## src/hw/mtb_cfg.svh

```systemverilog
`ifndef MTB_CFG_SVH
`define MTB_CFG_SVH

// ==========================================================
// clocking and timing
`define MTB_CLK_HZ 100000000
`define MTB_CLK_NS 10
`define MTB_OSC_HZ 4000000
`define MTB_PWM_HZ 22800
`define MTB_OSC_DIV (`MTB_CLK_HZ / `MTB_OSC_HZ)
`define MTB_PWM_TICKS (`MTB_OSC_HZ / `MTB_PWM_HZ)
`define MTB_DEAD_NS 200
`define MTB_DEAD_CYC ((`MTB_DEAD_NS + `MTB_CLK_NS - 1) / `MTB_CLK_NS)

// ==========================================================
// register offsets (byte addresses)
`define MTB_REG_CTRL 4'h0
`define MTB_REG_STATUS 4'h4
`define MTB_REG_SETPT 4'h8
`define MTB_REG_FAULT 4'hC

// ==========================================================
// control field positions
`define MTB_CTRL_EN 0
`define MTB_CTRL_SLOPE 1
`define MTB_CTRL_MODE 3
`define MTB_CTRL_DIR 6
`define MTB_CTRL_DBL 7
`define MTB_CTRL_JIT 8
`define MTB_CTRL_RANGE 9

// ==========================================================
// reset values and levels
`define MTB_LFSR_SEED 8'h01
`define MTB_FULL_SCALE 10'h3E8
`define MTB_RDS_THRESH 10'h1F4
`define MTB_FS_START 7'h10

`endif

```

## src/hw/mtb_pkg.sv

```systemverilog
package mtb_pkg;

    typedef enum logic [2:0] {
        MTB_M32 = 3'h0,
        MTB_M16 = 3'h1,
        MTB_M8 = 3'h2,
        MTB_M4 = 3'h3,
        MTB_HALF = 3'h4,
        MTB_UHALF = 3'h5,
        MTB_FULL = 3'h6,
        MTB_RSVD = 3'h7
    } mtb_mode_t;

    // gray along forward <-> slow <- fast
    typedef enum logic [1:0] {
        MTB_FWD = 2'h0,
        MTB_SLOW = 2'h1,
        MTB_FAST = 2'h3
    } mtb_decay_t;

    typedef struct packed {
        logic [7:0] sync1;
        logic [7:0] sync2;
        logic stepPrev;
        logic waitReq;
        logic [31:0] rdata;
        logic en;
        logic [1:0] slope;
        mtb_mode_t mode;
        logic dirCtl;
        logic dbl;
        logic jit;
        logic [1:0] range;
        logic [6:0] phase;
        logic [1:0] fault;
        logic [1:0] rds;
        logic [7:0] oscDiv;
        logic oscTick;
        logic [7:0] pwmCnt;
        logic pwmStart;
        logic [7:0] lfsr;
    } mtb_main_st_t;

endpackage

```

## src/hw/mtb_coil_pwm.sv

```systemverilog
`timescale 1ns/1ns
`default_nettype none
`include "mtb_cfg.svh"

module mtb_coil_pwm
    import mtb_pkg::*;
#(
    parameter int DEAD_CYC = `MTB_DEAD_CYC
) (
    input wire logic clk_sys,
    input wire logic sys_rst,
    input wire logic bridgeOn,
    input wire logic pwmStart,
    input wire logic [9:0] mag,
    input wire logic neg,
    input wire logic curAbove,
    input wire logic curLimit,
    input wire logic shortOff,
    output logic [1:0] gateHi,
    output logic [1:0] gateLo,
    output logic fastDecay
);

    localparam int DW = $clog2(DEAD_CYC + 1);
    localparam logic [DW-1:0] DEAD_LD = DW'(DEAD_CYC);

    typedef struct packed {
        mtb_decay_t mode;
        logic [9:0] lastMag;
        logic [1:0] hi;
        logic [1:0] lo;
        logic [1:0][DW-1:0] dead;
    } mtb_leg_st_t;

    mtb_leg_st_t s;
    mtb_leg_st_t next_s;
    logic [1:0] wantHi;
    logic [1:0] wantLo;
    logic drop;
    logic off;

    assign drop = mag < s.lastMag;
    assign off = !bridgeOn || shortOff;

    // ==========================================================
    // decay selection and leg control
    always_comb begin
        next_s = s;
        next_s.lastMag = mag;
        wantHi = 2'h0;
        wantLo = 2'h0;
        case (s.mode)
            MTB_FWD: begin
                // current limit ends forward drive at once
                if (curAbove || curLimit) next_s.mode = MTB_SLOW;
            end
            MTB_SLOW: begin
                // forward may restart only on the pwm clock
                if (pwmStart && !curAbove && !curLimit) next_s.mode = MTB_FWD;
            end
            MTB_FAST: begin
                if (pwmStart && !curAbove) next_s.mode = MTB_SLOW;
            end
            default: begin
                next_s.mode = MTB_SLOW;
            end
        endcase
        // no duty cap: forward lasts until the comparator trips
        if (drop) next_s.mode = MTB_FAST;
        if (off) next_s.mode = MTB_SLOW;
        if (!off) begin
            case (s.mode)
                MTB_FWD: begin
                    wantHi = neg ? 2'h2 : 2'h1;
                    wantLo = neg ? 2'h1 : 2'h2;
                end
                MTB_FAST: begin
                    wantHi = neg ? 2'h1 : 2'h2;
                    wantLo = neg ? 2'h2 : 2'h1;
                end
                default: begin
                    wantLo = 2'h3;
                end
            endcase
        end
        for (int i = 0; i < 2; i++) begin
            if ((s.hi[i] && !wantHi[i]) || (s.lo[i] && !wantLo[i])) begin
                next_s.hi[i] = 1'b0;
                next_s.lo[i] = 1'b0;
                next_s.dead[i] = DEAD_LD;
            end else if (s.dead[i] != '0) begin
                next_s.dead[i] = s.dead[i] - DW'(1);
            end else begin
                next_s.hi[i] = wantHi[i];
                next_s.lo[i] = wantLo[i];
            end
        end
    end

    always_ff @(posedge clk_sys) begin
        if (sys_rst) begin
            s <= '0;
            s.mode <= MTB_SLOW;
        end else begin
            s <= next_s;
        end
    end

    assign gateHi = s.hi;
    assign gateLo = s.lo;
    assign fastDecay = s.mode == MTB_FAST;
endmodule // mtb_coil_pwm

`default_nettype wire

```

## src/hw/microstep_translator_bridge_ctrl.sv

```systemverilog
// Local design decisions: the register addresses and the Avalon-MM interface to the registers.
`timescale 1ns/1ns
`default_nettype none
`include "mtb_cfg.svh"

// Summary of operation
// - bridge enable low turns every bridge switch off; high lets both bridges drive
// - dead time keeps upper and lower switch of a half-bridge never on together
// - shorts: current limit ends forward drive, over-voltage latches that bridge off
// - two-bit slope select drives the output switching slope
// - comparator against setpoint drives the pwm loop, forward drive starts on pwm clock
// - control bits double pwm frequency and add pwm jitter
// - pwm frequency comes only from the internal clock, adjusted only by the double and jitter bits
// - steady regulation alternates only forward and slow decay
// - setpoint drop selects fast decay automatically
// - low supply: duty rises above half automatically to hold current
// - low-side on-resistance follows current range and step position
// - translator uses mode, direction bit, direction and step pins
// - three-bit mode field selects one of seven translator tables
// - reset leaves 1/32 stepping at position zero
// - same mode: each step moves position by exactly one
// - uncompensated half step drives intermediate currents at full scale
// - uncompensated half step walks the eight square current pairs
// - base pwm about 22.8 kHz, doubled about 46 kHz, from oscillator
// - control oscillator tick runs at 4 MHz
module microstep_translator_bridge_ctrl
    import mtb_pkg::*;
#(
    parameter int OSC_DIV = `MTB_OSC_DIV,
    parameter int PWM_TICKS = `MTB_PWM_TICKS,
    parameter int DEAD_CYC = `MTB_DEAD_CYC
) (
    input wire logic clk_sys,
    input wire logic sys_rst,
    input wire logic [3:0] avs_address,
    input wire logic avs_read,
    input wire logic avs_write,
    input wire logic [31:0] avs_writedata,
    input wire logic [3:0] avs_byteenable,
    output logic [31:0] avs_readdata,
    output logic avs_waitrequest,
    input wire logic advance_step_input,
    input wire logic stepDirection,
    input wire logic [1:0] curAbove,
    input wire logic [1:0] curLimit,
    input wire logic [1:0] overVolt,
    output logic bridge_drive_enable,
    output logic [1:0] slope_select,
    output logic [3:0] gateHi,
    output logic [3:0] gateLo,
    output logic [1:0] lowSideRdsonHigh
);

    // ==========================================================
    // constants
    localparam logic [7:0] OSC_LAST = 8'(OSC_DIV - 1);
    localparam logic [7:0] PWM_LAST = 8'(PWM_TICKS - 1);
    localparam logic [7:0] PWM_LAST2 = 8'(PWM_TICKS / 2 - 1);

    // quarter wave of the circular table, tenths of a percent
    localparam logic [9:0] SINE [0:32] = '{
        10'h000, 10'h023, 10'h051, 10'h07F, 10'h0AE, 10'h0DD,
        10'h10B, 10'h13A, 10'h15D, 10'h17F, 10'h1AE, 10'h1D1,
        10'h1F4, 10'h222, 10'h245, 10'h268, 10'h28B, 10'h2AE,
        10'h2D1, 10'h2F3, 10'h316, 10'h33A, 10'h351, 10'h368,
        10'h37F, 10'h396, 10'h3A2, 10'h3AD, 10'h3B9, 10'h3C5,
        10'h3D1, 10'h3DC, 10'h3E8
    };

    // ==========================================================
    // helpers
    function automatic logic [2:0] stepShift(input mtb_mode_t m);
        case (m)
            MTB_M32: stepShift = 3'h0;
            MTB_M16: stepShift = 3'h1;
            MTB_M8: stepShift = 3'h2;
            MTB_M4: stepShift = 3'h3;
            MTB_HALF: stepShift = 3'h4;
            MTB_UHALF: stepShift = 3'h4;
            MTB_FULL: stepShift = 3'h5;
            default: stepShift = 3'h0;
        endcase
    endfunction

    function automatic logic [6:0] startPhase(input mtb_mode_t m);
        startPhase = (m == MTB_FULL) ? `MTB_FS_START : 7'h00;
    endfunction

    // ==========================================================
    // state
    mtb_main_st_t s;
    mtb_main_st_t next_s;
    logic [7:0] pins;
    logic stepEdge;
    logic dirUp;
    logic [6:0] stepSize;
    logic [6:0] posIdx;
    logic [4:0] q;
    logic [5:0] qInv;
    logic [9:0] sinA;
    logic [9:0] sinB;
    logic [2:0] sqIdx;
    logic [1:0][9:0] mag;
    logic [1:0] neg;
    logic [1:0] fastDecay;
    logic [7:0] pwmEnd;
    logic reqNew;
    logic wrDone;
    logic ctrlWr;
    logic modeWr;
    mtb_mode_t wrMode;
    logic [31:0] rdMux;

    assign pins = {overVolt, curLimit, curAbove, stepDirection, advance_step_input};
    assign stepEdge = s.sync2[0] && !s.stepPrev;
    assign dirUp = s.sync2[1] ^ s.dirCtl;
    assign stepSize = 7'h01 << stepShift(s.mode);
    assign posIdx = 7'(s.phase - startPhase(s.mode)) >> stepShift(s.mode);
    assign reqNew = (avs_read || avs_write) && s.waitReq;
    assign wrDone = avs_write && !s.waitReq;
    assign ctrlWr = wrDone && avs_address == `MTB_REG_CTRL && avs_byteenable[0];
    assign wrMode = mtb_mode_t'(avs_writedata[`MTB_CTRL_MODE +: 3]);
    assign modeWr = ctrlWr && wrMode != s.mode;

    // ==========================================================
    // current setpoints from translator phase
    always_comb begin
        q = s.phase[4:0];
        qInv = 6'h20 - {1'b0, q};
        sinA = SINE[q];
        sinB = SINE[qInv];
        sqIdx = s.phase[6:4];
        case (s.phase[6:5])
            2'h0: begin
                mag[0] = sinA;
                mag[1] = sinB;
                neg = 2'h0;
            end
            2'h1: begin
                mag[0] = sinB;
                mag[1] = sinA;
                neg = 2'h2;
            end
            2'h2: begin
                mag[0] = sinA;
                mag[1] = sinB;
                neg = 2'h3;
            end
            default: begin
                mag[0] = sinB;
                mag[1] = sinA;
                neg = 2'h1;
            end
        endcase
        if (s.mode == MTB_UHALF) begin
            // square table: intermediate points at full scale
            mag[0] = (sqIdx[1:0] == 2'h0) ? 10'h000 : `MTB_FULL_SCALE;
            mag[1] = (sqIdx[1:0] == 2'h2) ? 10'h000 : `MTB_FULL_SCALE;
            neg[0] = sqIdx[2];
            neg[1] = (sqIdx >= 3'h3) && (sqIdx <= 3'h5);
        end
    end

    // ==========================================================
    // register read mux
    always_comb begin
        case (avs_address)
            `MTB_REG_CTRL: rdMux = {21'h0, s.range, s.jit, s.dbl, s.dirCtl, s.mode,
                s.slope, s.en};
            `MTB_REG_STATUS: rdMux = {21'h0, fastDecay, s.rds, posIdx};
            `MTB_REG_SETPT: rdMux = {5'h0, neg[1], mag[1], 5'h0, neg[0], mag[0]};
            `MTB_REG_FAULT: rdMux = {30'h0, s.fault};
            default: rdMux = 32'h0;
        endcase
    end

    // ==========================================================
    // next state
    always_comb begin
        next_s = s;
        // pins pass two flops before use
        next_s.sync1 = pins;
        next_s.sync2 = s.sync1;
        next_s.stepPrev = s.sync2[0];

        // internal oscillator tick from the system clock
        next_s.oscTick = 1'b0;
        if (s.oscDiv == OSC_LAST) begin
            next_s.oscDiv = 8'h00;
            next_s.oscTick = 1'b1;
        end else begin
            next_s.oscDiv = s.oscDiv + 8'h01;
        end

        // pwm clock counts oscillator ticks only, never load or supply
        pwmEnd = (s.dbl ? PWM_LAST2 : PWM_LAST) + (s.jit ? {5'h0, s.lfsr[2:0]} : 8'h00);
        next_s.pwmStart = 1'b0;
        if (s.oscTick) begin
            if (s.pwmCnt >= pwmEnd) begin
                next_s.pwmCnt = 8'h00;
                next_s.pwmStart = 1'b1;
                next_s.lfsr = {s.lfsr[6:0], s.lfsr[7] ^ s.lfsr[5] ^ s.lfsr[4] ^ s.lfsr[3]};
            end else begin
                next_s.pwmCnt = s.pwmCnt + 8'h01;
            end
        end

        // translator, 7-bit phase wraps in both directions
        if (stepEdge) begin
            next_s.phase = dirUp ? 7'(s.phase + stepSize) : 7'(s.phase - stepSize);
        end

        // low-side resistance: high range and large setpoint use the low value
        for (int c = 0; c < 2; c++) begin
            next_s.rds[c] = !s.range[1] || (mag[c] < `MTB_RDS_THRESH);
        end

        // bus: one wait cycle, then answer
        next_s.waitReq = 1'b1;
        if (reqNew) begin
            next_s.waitReq = 1'b0;
            next_s.rdata = rdMux;
        end
        if (ctrlWr) begin
            next_s.en = avs_writedata[`MTB_CTRL_EN];
            next_s.slope = avs_writedata[`MTB_CTRL_SLOPE +: 2];
            next_s.mode = wrMode;
            next_s.dirCtl = avs_writedata[`MTB_CTRL_DIR];
            next_s.dbl = avs_writedata[`MTB_CTRL_DBL];
        end
        if (wrDone && avs_address == `MTB_REG_CTRL && avs_byteenable[1]) begin
            next_s.jit = avs_writedata[`MTB_CTRL_JIT];
            next_s.range = avs_writedata[`MTB_CTRL_RANGE +: 2];
        end
        // a mode change wins over a step in the same cycle
        if (modeWr) next_s.phase = startPhase(wrMode);
        if (wrDone && avs_address == `MTB_REG_FAULT && avs_byteenable[0]) begin
            next_s.fault = s.fault & ~avs_writedata[1:0];
        end
        // new over-voltage events win over a clear
        next_s.fault = next_s.fault | s.sync2[7:6];
    end

    always_ff @(posedge clk_sys) begin
        if (sys_rst) begin
            s <= '0;
            s.waitReq <= 1'b1;
            s.lfsr <= `MTB_LFSR_SEED;
        end else begin
            s <= next_s;
        end
    end

    // ==========================================================
    // per-coil regulation
    generate
        for (genvar c = 0; c < 2; c++) begin : gCoil
            mtb_coil_pwm #(
                .DEAD_CYC(DEAD_CYC)
            ) uPwm (
                .clk_sys(clk_sys),
                .sys_rst(sys_rst),
                .bridgeOn(s.en),
                .pwmStart(s.pwmStart),
                .mag(mag[c]),
                .neg(neg[c]),
                .curAbove(s.sync2[2 + c]),
                .curLimit(s.sync2[4 + c]),
                .shortOff(s.fault[c]),
                .gateHi(gateHi[2 * c +: 2]),
                .gateLo(gateLo[2 * c +: 2]),
                .fastDecay(fastDecay[c])
            );
        end
    endgenerate

    // ==========================================================
    // outputs
    assign avs_readdata = s.rdata;
    assign avs_waitrequest = s.waitReq;
    assign bridge_drive_enable = s.en;
    assign slope_select = s.slope;
    assign lowSideRdsonHigh = s.rds;
endmodule // microstep_translator_bridge_ctrl

`default_nettype wire

```

## config.mk

```make
export PLATFORM = sky130hd
export DESIGN_NAME = microstep_translator_bridge_ctrl
export DESIGN_NICKNAME = d
export VERILOG_FILES = /design/src/hw/mtb_pkg.sv /design/src/hw/mtb_coil_pwm.sv /design/src/hw/microstep_translator_bridge_ctrl.sv
export VERILOG_INCLUDE_DIRS = /design/src /design/src/hw
export SDC_FILE = /design/constraint.sdc
export NUM_CORES = 1
export LEC_CHECK = 0
export BUFFER_PORTS_ARGS = -buffer_cell sky130_fd_sc_hd__buf_2
export CAP_MARGIN = 20
export CORE_MARGIN = 8
export CORE_UTILIZATION = 39
export DETAILED_ROUTE_END_ITERATION = 8
export PLACE_DENSITY_LB_ADDON = 0.08
export RECOVER_POWER = 25
export SYNTH_ARGS = -nofsm -noshare
export SYNTH_HDL_FRONTEND = slang
export SYNTH_SLANG_ARGS = --single-unit
```

## constraint.sdc

```tcl
create_clock -name clk_sys -period 4.78 [get_ports clk_sys]
set_clock_uncertainty 0.15 [all_clocks]
set_input_delay 0 -clock clk_sys [delete_from_list [all_inputs] [get_ports clk_sys]]
set_output_delay 0 -clock clk_sys [all_outputs]
set_load 0.005 [all_outputs]
```

* After elaboration in Yosys (flattened, before gate mapping)
Memory sizes are Yosys's and may differ from the RTL's.
Index checks and enable logic that the tools add are counted.
** Storage, ports and cells
- Memories :: 2
- ROM bits :: 1280
- Word-level logic and storage cells :: 241
- Flip-flop bits (word level) :: 150
- Output and inout port bits :: 46
** Cells by class
- Add/sub/neg operators :: 11
- Muxes and demuxes :: 54
- Shift-type cells :: 2
- $lt $le $gt $ge :: 9
- Reduce and logical (&&, ||, !) cells :: 80
- Bitwise gates (word level) :: 10
- Eq/ne operators :: 31
** Memories
- (name not given) :: words 64, bits a word 10, rd ports 1, clocked after memory_dff 0, write ports 0, line microstep_translator_bridge_ctrl.sv:131 : sinB = SINE[qInv];
- (name not given) :: words 64, bits a word 10, rd ports 1, clocked after memory_dff 0, write ports 0, line microstep_translator_bridge_ctrl.sv:130 : sinA = SINE[q];
** Operators with widths (number)
- $pmux W27 S4 :: 1
- $mux W10 :: 6
- $mux W5 :: 10
- $mux W20 :: 2
- $mux W2 :: 18
- $mux W33 :: 1
- $logic_and A1 B1 Y1 :: 22
- $mux W7 :: 3
- $lt A10 B10 Y1 :: 2
- $lt A10 B9 Y1 const B :: 2
- $reduce_bool A5 Y1 :: 4
- $reduce_or A2 Y1 :: 10
- $sub A5 B1 Y5 const B :: 4
- $pmux W2 S3 :: 3
- $add A8 B1 Y8 const B :: 2
- $logic_not A1 Y1 :: 16
- $mux W8 :: 2
- $pmux W2 S2 :: 4
- $pmux W3 S5 :: 1
- $eq A3 B3 Y1 const B :: 4
- $ne A3 B1 Y1 const B :: 4
- $reduce_and A3 Y1 :: 4
- $logic_or A1 B1 Y1 :: 11
- $reduce_bool A2 Y1 :: 5
- other kinds (37) :: 56

* Logic depth before layout (Yosys ltp)
- Depth in word-level cells :: 10
- Gate-level depth with buffers :: 20
- Depth with buffers taken out :: 17

* Cells and area by module
A second synthesis with hierarchy kept.
** Unflattened totals
- Cell total of the unflattened synthesis :: 1182
- Area, all modules :: 9476.6 sq um
** Modules (own cells, without submodules)
- microstep_translator_bridge_ctrl :: sequential area each 1761.7 sq um, instances 1, cells an instance 878, area each 6744.0 sq um
- mtb_coil_pwm :: sequential area each 520.5 sq um, instances 2, cells an instance 152, area each 1366.3 sq um

* Least setup slack after synthesis
No wires, ideal clock.
- Kind :: reg2reg
- From :: register s, in the netlist q[0]
- To :: register gCoil[1].uPwm.s[25] (netlist name)
- Required time :: 4.544 ns
- Setup slack :: 0.647 ns
- Data arrival time :: 3.898 ns
- Cell stages (with the launch flop) :: 19
- Library setup time :: 0.086 ns
- Cells stage by stage :: dfxtp_1 > buf_2 > inv_1 > ha_1 > ha_1 > clkbuf_1 > nor3_1 > o311ai_1 > o2111ai_1 > o211ai_2 > inv_1 > ha_1 > a21o_1 > a21o_1 > a21oi_1 > nor2_1 > a211oi_1 > o31ai_1 > a211oi_1
** Between the ends
- Cells in the longest elaborated chain, start to end :: 10
- Elaborated cells on any way between the ends :: 17
** RTL lines
- start: declaration :: line microstep_translator_bridge_ctrl.sv:91 : mtb_main_st_t s;
- start signal: assignment :: line microstep_translator_bridge_ctrl.sv:250 : s <= next_s;
- $sub A6 B5 Y6 :: line microstep_translator_bridge_ctrl.sv:129 : qInv = 6'h20 - {1'b0, q};
- $not A6 Y7 (implied by the code) :: line microstep_translator_bridge_ctrl.sv:131
- $mem_v2 Z64 W10
- $mux W10 (implied by the code) (2 in series) :: line microstep_translator_bridge_ctrl.sv:131
- $mux W20 * :: line microstep_translator_bridge_ctrl.sv:133 : case (s.phase[6:5])
- $mux W20 * :: line microstep_translator_bridge_ctrl.sv:155 : if (s.mode == MTB_UHALF) begin
- via gCoil[1].uPwm.mag[3] :: line mtb_coil_pwm.sv:14 : input wire logic [9:0] mag,
- $lt A10 B10 Y1 * :: line mtb_coil_pwm.sv:42 : assign drop = mag < s.lastMag;
- $ne A3 B3 Y1 (no source line) / $ne A3 B1 Y1 (equally long branches)
- $reduce_and A3 Y1 (no source line)
- end signal: assignment :: line mtb_coil_pwm.sv:105 : s <= next_s;
- end: declaration :: line mtb_coil_pwm.sv:35 : mtb_leg_st_t s;
The timed path passes the listed nets; every way through them passes the cells marked *. The select of a mux whose other input is x is not followed.
A chain may end at the register's enable or synchronous reset.

* Worst setup path in the final report
- From :: register s, in the netlist q[1]
- To :: register gCoil[1].uPwm.s[25] (netlist name)
Same word-level chain as after synthesis.

==> reports/results.ini <==
[clocking]
numCtsBuffers = 17
post_cts_resized = 0
clock_sinks = 140
cts_tree = yes
post_cts_buffers = 0
root_buffer = clkbuf_16
clockBufferDepth = 2
htreeDepth = 4
insertion_delay_ns = 0.42
ctsHoldBuffers = 36
clk_pin_slew_ns = 0.07

[routing]
drtIter0Drc = 526
dr.pass1.iters = 7
drt-total-wl_mm = 24.4
antenna_left = 0
viasPerCell = 5.23
drc = 0
wire_per_inst_um = 16.3
dr_total_vias = 7834

[finish]
nFillCells = 2420
antenna_cells = 0
drive_gt1_share_pct = 9.33
area_growth_pct = 13.3
final_common_cell = dfxtp_1
final_cell_mix = 140 x dfxtp_1, 118 x nor2_1, 81 x inv_1
final_nets = 1285
final_cells = 1498

[sta]
slew_headroom_pct = -103
worst_slew_pin_slew_ns = 3.05
maxClockFrequency_ghz = 0.234
slew_violations = 69
fin_setup_tns_ns = 0
setup_viol = 0
rsz0062_at_grt = no
final.min_clock_period_ns = 4.28
timing.final.crit_share_pct = 89.5
hold_viol_final = 0

[power_and_ir_drop]
switchingPower_mw = 1.18
power_frac_comb_pct = 28.3
max-vdd-ir-drop_mv = 0.220
seqPwrFrac_pct = 36.0
p_int_mw = 2.45
clockPowerShare_pct = 35.7
p_per_area_nw_per_um2 = 353
power_switching_share_pct = 32.5
leakagePower_nw = 4.14

[floorplan]
die_h_um = 169
initial_utilization_pct = 39.2
die_w_um = 169
pin_count = 98
die_area_um2 = 28400
fp-row-count = 56
core_area_um2 = 23200

[worst_setup_path]
required_ns = 4.93
cp.arrival_ns = 4.43
critPathKind = reg2reg
start_kind = flop
cp_max_fo = 15
crit_path_end_kind = flop

[run_status]
status = complete, but fails checks
failed_checks = capacitance limit, slew limit

[global_routing]
grt_antenna_before_repair = 0
grt_max_degree = 69
grt_pass1_wl_mm = 39.3
grtUsageMet3_pct = 3.75
grt_util_met2_pct = 26.2
top_usage_layer = met2
grt_pass1_vias = 7303
track_usage_pct = 17.1
use_met1_pct = 23.9
overflow = 0

[placement]
placed_cells = 1431
port_buffers = 64
gp_congestion = 0.830
dp_hpwl_mm = 18.0

[logic_synthesis]
ys_seq_area_share_pct = 30.8
synth_cell_types = 86
syn-cell-area_um2 = 9090
synth_edf_count = 0
netlist_instances = 1127
async_flop_share_pct = 0
ys_ff_latch = 140
postSynthAreaPerCell_um2 = 8.07
synth_top_flop_cell = dfxtp_1
synth_warnings = 0

[hold_path]
worstHoldPathType = in2reg

[job]
cap_violations = 1

flip-flops by register name, indices dropped and copies added, names as in the netlist:
signal and flops:
gCoil.uPwm.gateLo 4, slope_select 2, gCoil.uPwm.s 44, next_s 9
avs_readdata 22, lowSideRdsonHigh 2, bridge_drive_enable 1, q 5
s 46, gCoil.uPwm.gateHi 4, avs_waitrequest 1
power by group through the flow:
stage,sequential (mW),clock [mW],combinational [mW]
final,1.31,1.30,1.03
after global routing,1.32,1.39,1.16
after CTS,1.31,1.33,1.03
after detailed placement,1.33,0,1.01
after global placement,1.34,0,1.01
after floorplan,1.32,0,0.790
stage by stage:
step	area [um^2]	power (mW)	utilization (%)	hold WS (ns)	setup WS, ns
after floorplan	9120	2.11	-	-0.0218	0.647
after global routing	10300	3.87	44.4	0.0315	0.166
final	10300	3.64	44.4	0.0233	0.502
after CTS	10300	3.68	44.6	0.0138	0.545
after detailed placement	9410	2.34	40.6	0.0617	0.554
after global placement	9400	2.34	40.5	0.0590	0.569
final cells by class:
class	count	area, um^2	share of cell area (%)
clock buffer	17	425	4.13
clock inverter	14	144	1.40
inverter	82	308	2.99
multi-input combinational	808	5420	52.7
sequential	140	2800	27.2
tap	319	399	3.88
timing repair buffer	118	793	7.71
cell families (layout without fill, tap and decap cells):
family	count (synthesis)	count (layout)	share of synthesized area, %
AND/OR/NAND/NOR	369	369	20.3
AO/OA/AOI/OAI	281	281	20.5
buffers and inverters	188	231	9.88
flip-flops	140	140	30.8
adder cells (fa/ha/maj)	66	66	9.17
multiplexers	48	48	5.89
XOR/XNOR	34	34	3.36
other	1	10	0.0413
critical path: stages (launching register included):
cell	delay, ns
dfxtp_1	0.31
inv_1	0.22
ha_1	0.34
ha_1	0.46
inv_1	0.29
a21oi_1	0.11
o311ai_1	0.30
o2111ai_1	0.22
o211ai_2	0.31
inv_1	0.08
ha_1	0.29
a21o_1	0.16
a21o_1	0.17
a21oi_1	0.14
nor2_1	0.05
a211oi_1	0.20
o31ai_1	0.14
a211oi_1	0.20
layer usage:
metal	share of wire, %	vias up	wire length, um
met3	4.2	24	1020
met1	51	3646	12400
li1	-	4007	-
met2	44	157	10700
met4	1.4	0	344
met5	0	-	0
final timing paths:
path         startpoint                  end  slack [ns]  cells past startpoint
max                q[1]  gCoil[1].uPwm.s[25]        0.50                     17
min            avs_read      avs_readdata[4]        0.02                      5
max reg2reg        q[1]  gCoil[1].uPwm.s[25]        0.50                     17
min reg2reg  next_s[85]                s[85]        0.29                      1
synthesized netlist by cell type, drive strengths merged (4+ instances only):
cell type	n	share of area [%]
nand4	10	0.69
a22oi	7	0.58
nor3	38	2.1
o22ai	13	0.89
nor2	119	4.9
nand3	19	1.0
nand2	73	3.0
nand3b	9	0.74
a211o	4	0.39
nand2b	24	1.7
or3	10	0.69
nor2b	33	2.3
buf	67	4.9
o22a	4	0.39
ha	65	8.9
a21oi	70	3.9
xnor2	22	2.2
nor4	6	0.74
a211oi	15	1.2
o21a	6	0.50
o211ai	8	0.72
mux4	4	0.99
and3	6	0.41
xor2	12	1.2
dfxtp	140	31
a21o	12	0.99
or2	5	0.34
mux2	4	0.50
o21ai	64	3.5
inv	81	3.3
a31oi	14	0.96
mux2i	40	4.4
a221oi	10	0.96
a22o	7	0.67
clkbuf	39	1.6
(Power assumes the default switching activity.)
